--- src/igf_pkg.sv ---
// constants shared by the isolated i/o glitch filter block
// assumes a 200 MHz aclk and a 32-bit axi4-lite register bus
`default_nettype none

package igf_pkg;

    // ****************************************************************
    // timing
    // ****************************************************************
    localparam int CLK_PERIOD_NS = 5;
    localparam int SAMPLE_NS = 100;
    localparam int SAMPLE_CYC = SAMPLE_NS / CLK_PERIOD_NS;
    localparam int NS_PER_US = 1000;
    localparam int SAMPLES_PER_US = NS_PER_US / SAMPLE_NS;
    localparam int INTERVAL_MIN_US = 1000;
    localparam int INTERVAL_MAX_US = 100000;

    // ****************************************************************
    // register map, byte addresses
    // ****************************************************************
    localparam logic [7:0] ADDR_OUT_DATA = 8'h00;
    localparam logic [7:0] ADDR_IN_DATA = 8'h04;
    localparam logic [7:0] ADDR_FILT_EN = 8'h08;
    localparam logic [7:0] ADDR_FILT_INTERVAL = 8'h0C;
    localparam logic [7:0] ADDR_CHANGE_STATUS = 8'h10;
    localparam logic [7:0] ADDR_RAW_IN = 8'h14;

    // ****************************************************************
    // widths and reset values
    // ****************************************************************
    localparam int INTERVAL_W = 17;
    localparam int HALF_W = 21;
    localparam logic [INTERVAL_W-1:0] INTERVAL_RST = 17'h003E8;
    localparam logic [1:0] RESP_OKAY = 2'h0;
    localparam logic [1:0] RESP_SLVERR = 2'h2;

endpackage : igf_pkg

`default_nettype wire

--- src/igf_glitch_filter.sv ---
// isolated i/o glitch filter with relay output latch, axi4-lite slave
// assumes in_pins come from the isolation stage asynchronously to aclk
`default_nettype none

module igf_glitch_filter #(
    parameter int N_IN = 24,
    parameter int N_OUT = 24
) (
    input wire logic aclk,
    input wire logic aresetn,
    input wire logic [31:0] s_axi_awaddr,
    input wire logic s_axi_awvalid,
    output logic s_axi_awready,
    input wire logic [31:0] s_axi_wdata,
    input wire logic [3:0] s_axi_wstrb,
    input wire logic s_axi_wvalid,
    output logic s_axi_wready,
    output logic [1:0] s_axi_bresp,
    output logic s_axi_bvalid,
    input wire logic s_axi_bready,
    input wire logic [31:0] s_axi_araddr,
    input wire logic s_axi_arvalid,
    output logic s_axi_arready,
    output logic [31:0] s_axi_rdata,
    output logic [1:0] s_axi_rresp,
    output logic s_axi_rvalid,
    input wire logic s_axi_rready,
    input wire logic [N_IN-1:0] in_pins,
    output logic [N_OUT-1:0] relay_ctrl_n,
    output logic [N_IN-1:0] in_level
);

    // ****************************************************************
    // register storage
    // ****************************************************************
    logic [N_OUT-1:0] out_data_reg;
    logic [N_IN-1:0] filt_en_reg;
    logic [igf_pkg::INTERVAL_W-1:0] interval_reg;
    logic [N_IN-1:0] change_reg;

    // ****************************************************************
    // axi4-lite write channel
    // ****************************************************************
    logic aw_held_reg;
    logic w_held_reg;
    logic [7:0] awaddr_reg;
    logic [31:0] wdata_reg;
    logic [3:0] wstrb_reg;
    logic wr_fire;
    logic [31:0] wmask;
    logic wr_hit;

    // address and data are taken in either order, one write in flight
    assign s_axi_awready = !aw_held_reg && !s_axi_bvalid;
    assign s_axi_wready = !w_held_reg && !s_axi_bvalid;
    assign wr_fire = aw_held_reg && w_held_reg && !s_axi_bvalid;
    assign wmask = {{8{wstrb_reg[3]}}, {8{wstrb_reg[2]}}, {8{wstrb_reg[1]}},
                    {8{wstrb_reg[0]}}};
    assign wr_hit = (awaddr_reg == igf_pkg::ADDR_OUT_DATA)
        || (awaddr_reg == igf_pkg::ADDR_FILT_EN)
        || (awaddr_reg == igf_pkg::ADDR_FILT_INTERVAL)
        || (awaddr_reg == igf_pkg::ADDR_CHANGE_STATUS);

    // capture address and data as each arrives
    always_ff @(posedge aclk) begin
        if (!aresetn) begin
            aw_held_reg <= 1'b0;
            w_held_reg <= 1'b0;
            awaddr_reg <= 8'h00;
            wdata_reg <= 32'h00000000;
            wstrb_reg <= 4'h0;
        end else begin
            if (s_axi_awvalid && s_axi_awready) begin
                aw_held_reg <= 1'b1;
                awaddr_reg <= {s_axi_awaddr[7:2], 2'h0};
            end else if (wr_fire) begin
                aw_held_reg <= 1'b0;
            end
            if (s_axi_wvalid && s_axi_wready) begin
                w_held_reg <= 1'b1;
                wdata_reg <= s_axi_wdata;
                wstrb_reg <= s_axi_wstrb;
            end else if (wr_fire) begin
                w_held_reg <= 1'b0;
            end
        end
    end

    // write response; unmapped offsets answer slverr and store nothing
    always_ff @(posedge aclk) begin
        if (!aresetn) begin
            s_axi_bvalid <= 1'b0;
            s_axi_bresp <= igf_pkg::RESP_OKAY;
        end else if (wr_fire) begin
            s_axi_bvalid <= 1'b1;
            s_axi_bresp <= wr_hit ? igf_pkg::RESP_OKAY : igf_pkg::RESP_SLVERR;
        end else if (s_axi_bready) begin
            s_axi_bvalid <= 1'b0;
        end
    end

    // ****************************************************************
    // control registers
    // ****************************************************************
    // relays open at reset; stored value drives the active-low pins as is
    always_ff @(posedge aclk) begin
        if (!aresetn) begin
            out_data_reg <= {N_OUT{1'b1}};
        end else if (wr_fire && awaddr_reg == igf_pkg::ADDR_OUT_DATA) begin
            out_data_reg <= (out_data_reg & ~wmask[N_OUT-1:0])
                | (wdata_reg[N_OUT-1:0] & wmask[N_OUT-1:0]);
        end
    end

    assign relay_ctrl_n = out_data_reg;

    // per-line filter select, bypass on every line at reset
    always_ff @(posedge aclk) begin
        if (!aresetn) begin
            filt_en_reg <= '0;
        end else if (wr_fire && awaddr_reg == igf_pkg::ADDR_FILT_EN) begin
            filt_en_reg <= (filt_en_reg & ~wmask[N_IN-1:0])
                | (wdata_reg[N_IN-1:0] & wmask[N_IN-1:0]);
        end
    end

    // one interval in microseconds for all lines; range is up to software
    always_ff @(posedge aclk) begin
        if (!aresetn) begin
            interval_reg <= igf_pkg::INTERVAL_RST;
        end else if (wr_fire && awaddr_reg == igf_pkg::ADDR_FILT_INTERVAL) begin
            interval_reg <= (interval_reg & ~wmask[igf_pkg::INTERVAL_W-1:0])
                | (wdata_reg[igf_pkg::INTERVAL_W-1:0]
                & wmask[igf_pkg::INTERVAL_W-1:0]);
        end
    end

    // ****************************************************************
    // input synchroniser and sample clock
    // ****************************************************************
    logic [N_IN-1:0] sync1_reg;
    logic [N_IN-1:0] sync2_reg;
    logic [N_IN-1:0] sync3_reg;
    logic [N_IN-1:0] clean_reg;
    logic [N_IN-1:0] samp_reg;
    logic [4:0] samp_cnt_reg;
    logic sample_en;

    // three flops; a level counts once the second and third agree
    always_ff @(posedge aclk) begin
        if (!aresetn) begin
            sync1_reg <= '0;
            sync2_reg <= '0;
            sync3_reg <= '0;
            clean_reg <= '0;
        end else begin
            sync1_reg <= in_pins;
            sync2_reg <= sync1_reg;
            sync3_reg <= sync2_reg;
            clean_reg <= (sync2_reg & sync3_reg)
                | (clean_reg & (sync2_reg ^ sync3_reg));
        end
    end

    // 100 ns sample tick as a one-cycle enable
    always_ff @(posedge aclk) begin
        if (!aresetn) begin
            samp_cnt_reg <= 5'h00;
        end else if (sample_en) begin
            samp_cnt_reg <= 5'h00;
        end else begin
            samp_cnt_reg <= samp_cnt_reg + 5'h01;
        end
    end

    assign sample_en = (samp_cnt_reg == 5'(igf_pkg::SAMPLE_CYC - 1));

    always_ff @(posedge aclk) begin
        if (!aresetn) begin
            samp_reg <= '0;
        end else if (sample_en) begin
            samp_reg <= clean_reg;
        end
    end

    // ****************************************************************
    // filter clock divider
    // ****************************************************************
    logic [igf_pkg::HALF_W-1:0] half_ticks;
    logic [igf_pkg::HALF_W-1:0] filt_cnt_reg;
    logic filt_tick;

    // sample ticks per half interval; a zero interval is held to one tick
    always_comb begin
        half_ticks = igf_pkg::HALF_W'(({4'h0, interval_reg}
            * igf_pkg::HALF_W'(igf_pkg::SAMPLES_PER_US)) >> 1);
        if (half_ticks == '0) begin
            half_ticks = igf_pkg::HALF_W'(1);
        end
    end

    // counts sample ticks; a shortened interval takes effect at once
    always_ff @(posedge aclk) begin
        if (!aresetn) begin
            filt_cnt_reg <= '0;
        end else if (sample_en) begin
            if (filt_cnt_reg >= half_ticks - igf_pkg::HALF_W'(1)) begin
                filt_cnt_reg <= '0;
            end else begin
                filt_cnt_reg <= filt_cnt_reg + igf_pkg::HALF_W'(1);
            end
        end
    end

    assign filt_tick = sample_en && (filt_cnt_reg >= half_ticks - igf_pkg::HALF_W'(1));

    // ****************************************************************
    // per-line filter, path select and change detection
    // ****************************************************************
    logic [N_IN-1:0] edge_lvl_reg;
    logic [N_IN-1:0] steady_reg;
    logic [N_IN-1:0] filt_q_reg;
    logic [N_IN-1:0] prev_sel_reg;
    logic [N_IN-1:0] sel_lvl;

    genvar gi;
    generate
        for (gi = 0; gi < N_IN; gi++) begin : g_line
            // level seen at the last filter tick and whether every sample
            // since then matched it; one flag serves both directions
            always_ff @(posedge aclk) begin
                if (!aresetn) begin
                    edge_lvl_reg[gi] <= 1'b0;
                    steady_reg[gi] <= 1'b0;
                    filt_q_reg[gi] <= 1'b0;
                end else if (filt_tick) begin
                    if (steady_reg[gi] && samp_reg[gi] == edge_lvl_reg[gi]) begin
                        filt_q_reg[gi] <= samp_reg[gi];
                    end
                    edge_lvl_reg[gi] <= samp_reg[gi];
                    steady_reg[gi] <= 1'b1;
                end else if (samp_reg[gi] != edge_lvl_reg[gi]) begin
                    steady_reg[gi] <= 1'b0;
                end
            end
            assign sel_lvl[gi] = filt_en_reg[gi] ? filt_q_reg[gi] : clean_reg[gi];
        end
    endgenerate

    // sticky change flags watch the selected path; set wins over clear
    always_ff @(posedge aclk) begin
        if (!aresetn) begin
            prev_sel_reg <= '0;
            change_reg <= '0;
        end else begin
            prev_sel_reg <= sel_lvl;
            if (wr_fire && awaddr_reg == igf_pkg::ADDR_CHANGE_STATUS) begin
                change_reg <= (change_reg & ~(wdata_reg[N_IN-1:0]
                    & wmask[N_IN-1:0])) | (sel_lvl ^ prev_sel_reg);
            end else begin
                change_reg <= change_reg | (sel_lvl ^ prev_sel_reg);
            end
        end
    end

    // registered copy of the selected levels for the user side
    always_ff @(posedge aclk) begin
        if (!aresetn) begin
            in_level <= '0;
        end else begin
            in_level <= sel_lvl;
        end
    end

    // ****************************************************************
    // axi4-lite read channel
    // ****************************************************************
    logic [31:0] rd_word;
    logic rd_hit;

    always_comb begin
        rd_word = 32'h00000000;
        rd_hit = 1'b1;
        case ({s_axi_araddr[7:2], 2'h0})
            igf_pkg::ADDR_OUT_DATA: rd_word[N_OUT-1:0] = out_data_reg;
            igf_pkg::ADDR_IN_DATA: rd_word[N_IN-1:0] = sel_lvl;
            igf_pkg::ADDR_FILT_EN: rd_word[N_IN-1:0] = filt_en_reg;
            igf_pkg::ADDR_FILT_INTERVAL: rd_word[igf_pkg::INTERVAL_W-1:0] = interval_reg;
            igf_pkg::ADDR_CHANGE_STATUS: rd_word[N_IN-1:0] = change_reg;
            igf_pkg::ADDR_RAW_IN: rd_word[N_IN-1:0] = clean_reg;
            default: rd_hit = 1'b0;
        endcase
    end

    assign s_axi_arready = !s_axi_rvalid;

    // read data one cycle after the address is taken
    always_ff @(posedge aclk) begin
        if (!aresetn) begin
            s_axi_rvalid <= 1'b0;
            s_axi_rdata <= 32'h00000000;
            s_axi_rresp <= igf_pkg::RESP_OKAY;
        end else if (s_axi_arvalid && s_axi_arready) begin
            s_axi_rvalid <= 1'b1;
            s_axi_rdata <= rd_word;
            s_axi_rresp <= rd_hit ? igf_pkg::RESP_OKAY : igf_pkg::RESP_SLVERR;
        end else if (s_axi_rready) begin
            s_axi_rvalid <= 1'b0;
        end
    end

    // ****************************************************************
    // assertions
    // ****************************************************************
    a_relay_open_rst: assert property (@(posedge aclk)
        !aresetn |=> relay_ctrl_n == {N_OUT{1'b1}})
        else $error("relays not open after reset");

    a_relay_write: assert property (@(posedge aclk) disable iff (!aresetn)
        wr_fire && awaddr_reg == igf_pkg::ADDR_OUT_DATA && wstrb_reg == 4'hF
        |=> relay_ctrl_n == $past(wdata_reg[N_OUT-1:0]))
        else $error("relay pins do not follow written value");

    a_out_readback: assert property (@(posedge aclk) disable iff (!aresetn)
        s_axi_arvalid && s_axi_arready && s_axi_araddr[7:0] == igf_pkg::ADDR_OUT_DATA
        |=> s_axi_rvalid && s_axi_rdata[N_OUT-1:0] == $past(relay_ctrl_n))
        else $error("output readback mismatch");

    a_filt_off_rst: assert property (@(posedge aclk)
        !aresetn |=> filt_en_reg == '0)
        else $error("filtering enabled after reset");

    a_bypass_path: assert property (@(posedge aclk) disable iff (!aresetn)
        in_level == $past((clean_reg & ~filt_en_reg) | (filt_q_reg & filt_en_reg)))
        else $error("line routed on wrong path");

    a_sample_spacing: assert property (@(posedge aclk) disable iff (!aresetn)
        sample_en |=> !sample_en [*8] ##1 !sample_en [*8] ##1 !sample_en [*3] ##1 sample_en)
        else $error("sample tick not every 100 ns");

    a_filt_moves_tick: assert property (@(posedge aclk) disable iff (!aresetn)
        filt_q_reg != $past(filt_q_reg) |-> $past(filt_tick) && $past(steady_reg)
        == $past(steady_reg) && ($past(steady_reg) & (filt_q_reg ^ $past(filt_q_reg)))
        == (filt_q_reg ^ $past(filt_q_reg)))
        else $error("filtered level changed without two steady ticks");

    a_filt_level_src: assert property (@(posedge aclk) disable iff (!aresetn)
        filt_tick |=> ((filt_q_reg ^ $past(filt_q_reg)) & ($past(samp_reg)
        ^ $past(edge_lvl_reg))) == '0)
        else $error("filter accepted level differing from last tick");

    a_change_flag: assert property (@(posedge aclk) disable iff (!aresetn)
        (sel_lvl ^ prev_sel_reg) != '0 |=> (change_reg & $past(sel_lvl ^ prev_sel_reg))
        == $past(sel_lvl ^ prev_sel_reg))
        else $error("change on selected path not flagged");

endmodule // igf_glitch_filter

`default_nettype wire

--- config.mk ---
export PLATFORM = sky130hd
export DESIGN_NAME = igf_glitch_filter
export DESIGN_NICKNAME = d
export VERILOG_FILES = /design/src/igf_pkg.sv /design/src/igf_glitch_filter.sv
export SDC_FILE = /design/constraint.sdc
export NUM_CORES = 1
export LEC_CHECK = 0
export BUFFER_PORTS_ARGS = -buffer_cell sky130_fd_sc_hd__buf_4
export CORE_ASPECT_RATIO = 0.8
export CORE_MARGIN = 1.5
export CORE_UTILIZATION = 30
export CTS_BUF_LIST = sky130_fd_sc_hd__clkbuf_2
export DETAILED_ROUTE_END_ITERATION = 16
export PLACE_DENSITY = 0.49
export SYNTH_ARGS = -nofsm -noshare
export SYNTH_HDL_FRONTEND = slang
export SYNTH_SLANG_ARGS = --single-unit
--- constraint.sdc ---
create_clock -name aclk -period 9.4 [get_ports aclk]
set_input_delay 0.94 -clock aclk [delete_from_list [all_inputs] [get_ports aclk]]
set_output_delay 0.94 -clock aclk [all_outputs]
set_load 0.05 [all_outputs]
Word level (Yosys, flattened, before mapping):

Index checks and enable logic that the tools add are counted.

* flip-flop bits (word level): 396
* input bits: 131
* output and inout port bits: 89

* add/sub/neg operators: 3
* $mul: 1
* $lt $le $gt $ge: 1
* eq/ne operators: 57
* muxes and demuxes: 87
* bitwise logic cells: 20
* reductions and logical operators: 100

Operators by type and width (number)
* 24-bit AND: 6
* 24-bit bitwise OR: 5
* 17-bit one-hot mux with 6 select lines: 1
* 1-bit two-way mux: 80
* 2-bit nonzero test: 28
* 24-bit NOT: 2
* 2-bit AND reduction: 24
* 24-bit XOR: 2
* 1-bit logical AND: 36
* 7-bit one-hot mux with 5 select lines: 1
* 17-bit AND: 2
* 1-bit == test: 24
* 6-bit by 2-bit == test with 1-bit output, second input constant: 4
* 24-bit two-way mux: 1
* 1-bit inequality test: 24
* 21-bit by 1-bit adder with 21-bit output, second input constant: 1
* 21-bit >= comparator: 1
* 21-bit logical NOT: 1
* 21-bit two-way mux: 1
* 21-bit by 1-bit subtractor with 21-bit output, second input constant: 1
* 17-bit by 3-bit multiplier with 20-bit output, second input constant: 1
* 20-bit two-way mux: 1
* 6-bit by 3-bit == test with 1-bit output, second input constant: 3
* 17-bit NOT: 1
* 12 further kinds: 18

Depth between registers and ports, before layout:

* depth after elaboration: 7
* gate-level depth with buffers: 27
* gate-level depth less buffers: 25

Worst setup path before layout:

No wires, ideal clock.

* path type: reg2reg
* start: reg (tool-made name)
* end: reg filt_cnt_reg[11] (netlist name)
* setup time: 65 ps
* arrival: 6125 ps
* slack: 3210 ps
* stages on the path, launching flop included: 26
* path buffers: 1
* cell sequence: dfxtp_1 > ha_1 > ha_1 > fa_1 > a21o_1 > a221o_1 > o2111a_1 > a311o_1 > a2111oi_4 > nor3_2 > a31oi_1 > ha_1 > nor4bb_1 > nand4_1 > nor2_1 > nand3_1 > xnor2_1 > ha_1 > a21o_1 > a211o_1 > o22a_1 > and3_1 > a21oi_2 > nand2_1 > clkbuf_1 > nor2_1

RTL lines
* end signal: assignment: line igf_glitch_filter.sv:210 `filt_cnt_reg <= filt_cnt_reg + igf_pkg::HALF_W'(1);`
* end: declaration: line igf_glitch_filter.sv:190 `logic [igf_pkg::HALF_W-1:0] filt_cnt_reg;`

==> flow_metrics.env <==
export IMPL_seqPwrFrac_pct=55.1
export IMPL_slowest_stage="buf_4"
export IMPL_clkPwrFrac_pct=38.1
export IMPL_drtIter0Drc=840
export IMPL_post_cts_buffers=0
export IMPL_hold_path_class="input port to flip-flop"
export IMPL_io_pins=220
export IMPL_path_common_cell="ha_1"
export IMPL_required_ns=10.42
export IMPL_drv_slew=0
export IMPL_drive_gt1_share_pct=14.67
export IMPL_start_util_pct=30.57
export IMPL_synthArstFlopShare_pct=0
export IMPL_hpwl_um=34940
export IMPL_skew_ns=0.1015
export IMPL_finalHoldViolations=0
export IMPL_switching_share_pct=28.38
export IMPL_die_height_um=215.9
export IMPL_clk_latency_ns=1.10
export IMPL_vias_per_cell=4.877
export IMPL_cp_buffers_inverters=1
export IMPL_p_switching_w=0.0008940
export IMPL_rows=77
export IMPL_synthFlopType="dfxtp_1"
export IMPL_cp_max_fo=72
export IMPL_grt_setup_unrepaired="no"
export IMPL_fmax_mhz=134.9
export IMPL_cpPeakStageDelay_ns=0.66
export IMPL_finalSetupTns_ns=0
export IMPL_clk_pin_slew_ns=0.11
export IMPL_crit_family="compound AO/OA/AOI/OAI gates"
export IMPL_setup_violations=0
export IMPL_syn_area_um2=17000
export IMPL_end_kind="flip-flop"
export IMPL_synthCells=1970
export IMPL_cts_sinks=394
export IMPL_grt_pass1_vias=14210
export IMPL_ys_seq_area_share_pct=46.41
export IMPL_min_from="s_axi_wdata[15]"
export IMPL_syn_to_final_growth_pct=18.40
export IMPL_dr_pass1_iters=5
export IMPL_avgSynthCellArea_um2=8.627
export IMPL_synth_warnings=0
export IMPL_numCtsBuffers=99
export IMPL_root_buffer="clkbuf_2"
export IMPL_track_usage_pct=17.43
export IMPL_holdWs_ns=0.1420
export IMPL_io_buffers=148
export IMPL_period_needed_ns=7.416
export IMPL_core_area_um2=55590
export IMPL_p_per_area_nw_per_um2=156.5
export IMPL_drc=0
export IMPL_maxCapViolCount=0
export IMPL_antenna_found_initial=5
export IMPL_synth_edff_count=0
export IMPL_grt_start_max_net_pins=89
export IMPL_wirelength_um=51010
export IMPL_synth_largest_area_cell="dfxtp_1"
export IMPL_holdBufCountCts=48
export IMPL_cts_tree="built"
export IMPL_grt_ovfl_total=0
export IMPL_clockBufferDepth=3
export IMPL_synth_most_common_cell="dfxtp_1"
export IMPL_ys_ff_latch=394
export IMPL_synthTopCellsByArea="dfxtp_1 (46%), nand2_1 (7.2%), a21oi_1 (6.9%), ha_1 (5.7%), mux2i_1 (3.9%)"
export IMPL_antenna_left=0
export IMPL_peakVddDrop_mv=0.07892
export IMPL_fp_dieW_um=269.1
export IMPL_synth_distinct_cells=78
export IMPL_critPathLaunchType="flip-flop"
export IMPL_status="completed"
export IMPL_nNetsFinal=2384
export IMPL_fp_dieArea_um2=58100
export IMPL_n_fill_cell=5819
export IMPL_p_comb_share_pct=6.8
export IMPL_wl_per_cell_um=16.99
export IMPL_synth_top_area_share_pct=46.41
export IMPL_worst_slew_pin_transition_ns=1.164
export IMPL_ys_top_cells_by_count="dfxtp_1 (394), nand2_1 (328), a21oi_1 (235)"
export IMPL_grt_pass1_wl_um=79950
export IMPL_cts_resized=0
export IMPL_path_class="flip-flop to flip-flop"
export IMPL_gp_congestion=0.8553
export IMPL_arrival_ns=8.43
export IMPL_slew_headroom_pct=22.38
export IMPL_vias=14650
export IMPL_htree_levels=3
export IMPL_period_share_pct=78.89
export IMPL_p_int_w=0.002256
export IMPL_power_leakage_nw=7.916
[cell usage in the layout, fill, tap and decap left out, types with 67 or more instances in the layout]
cell type / n
a21oi_1: 235
and2_1: 79
buf_4: 158
clkbuf_2: 133
dfxtp_1: 394
ha_1: 78
nand2_1: 328
nand3_1: 67
nor2_1: 166
o21ai_0: 73
xnor2_1: 68
[cells by family after synthesis]
| family | synth area share (%) |
|---|---|
| mux | 3.887 |
| fa+ha+maj | 5.860 |
| flops | 46.41 |
| simple gates | 19.41 |
| compound gates | 15.75 |
| xor+xnor | 4.778 |
| buf+inv | 3.887 |
| other cells | 0.02207 |
[routing by layer]
metal | track usage (%) | part of all wire (%)
met5 | 0 | 0
met4 | 5.461 | 2.2
met3 | 4.417 | 5.8
met2 | 26.94 | 44
met1 | 23.70 | 48
[worst register-to-register path, stage by stage, from the launching register on]
cell and delay, ns:
dfxtp_1 0.51, ha_1 0.29, ha_1 0.22, fa_1 0.41, a21o_1 0.21, a221o_1 0.36
o2111a_1 0.26, a311o_1 0.32, a2111oi_4 0.48, nor3_2 0.15, a31oi_1 0.23, ha_1 0.27
nor4bb_1 0.61, nand4_1 0.19, nor2_1 0.20, nand3_1 0.12, xnor2_1 0.16, ha_1 0.20
a21o_1 0.18, a211o_1 0.31, o22a_1 0.23, and3_1 0.23, a21oi_4 0.15, buf_4 0.66
o21ai_1 0.20, a31oi_1 0.22
[power groups by stage]
stage	Sequential [W]	Clock (W)	Combinational (W)
4_1_cts	0.00174	0.00126	0.000214
3_5_place_dp	0.00177	0	0.000197
5_1_grt	0.00174	0.00135	0.000232
2_1_floorplan	0.00179	0	0.000101
3_3_place_gp	0.00177	0	0.000196
6_report	0.00174	0.00120	0.000213
[through the flow]
stage | area (um2) | worst slack, ns | instances | power, W | utilization, %
2_1_floorplan | 17030 | 3.210 | 1979 | 0.001890 | -
3_3_place_gp | 18670 | 2.217 | 2772 | 0.001969 | 33.59
3_5_place_dp | 18670 | 2.038 | 2772 | 0.001970 | 33.59
4_1_cts | 20080 | 1.993 | 2997 | 0.003206 | 36.13
5_1_grt | 20120 | 1.360 | 3003 | 0.003328 | 36.20
6_report | 20120 | 1.984 | 3003 | 0.003150 | 36.20
[area by class of cell]
| cell class | instances | area [um2] | area share [%] |
|---|---|---|---|
| clock inverter | 44 | 266.5 | 1.324 |
| inverter | 36 | 140.1 | 0.6964 |
| sequential | 394 | 7888 | 39.20 |
| timing repair buffer | 209 | 1697 | 8.432 |
| antenna | 3 | 7.507 | 0.03731 |
| clock buffer | 133 | 665.6 | 3.308 |
| tap | 750 | 938.4 | 4.664 |
| multi-input combinational | 1434 | 8519 | 42.34 |
[worst paths after layout]
path	to	slack, ns	cells after the start
worst min register to register	sync2_reg[7]	0.43	1
worst max register to register	filt_q_reg[19]	1.98	25
worst min-delay path	wdata_reg[15]	0.14	3
worst max-delay path	filt_q_reg[19]	1.98	25
No activity file was read; power rests on OpenSTA's default activity.
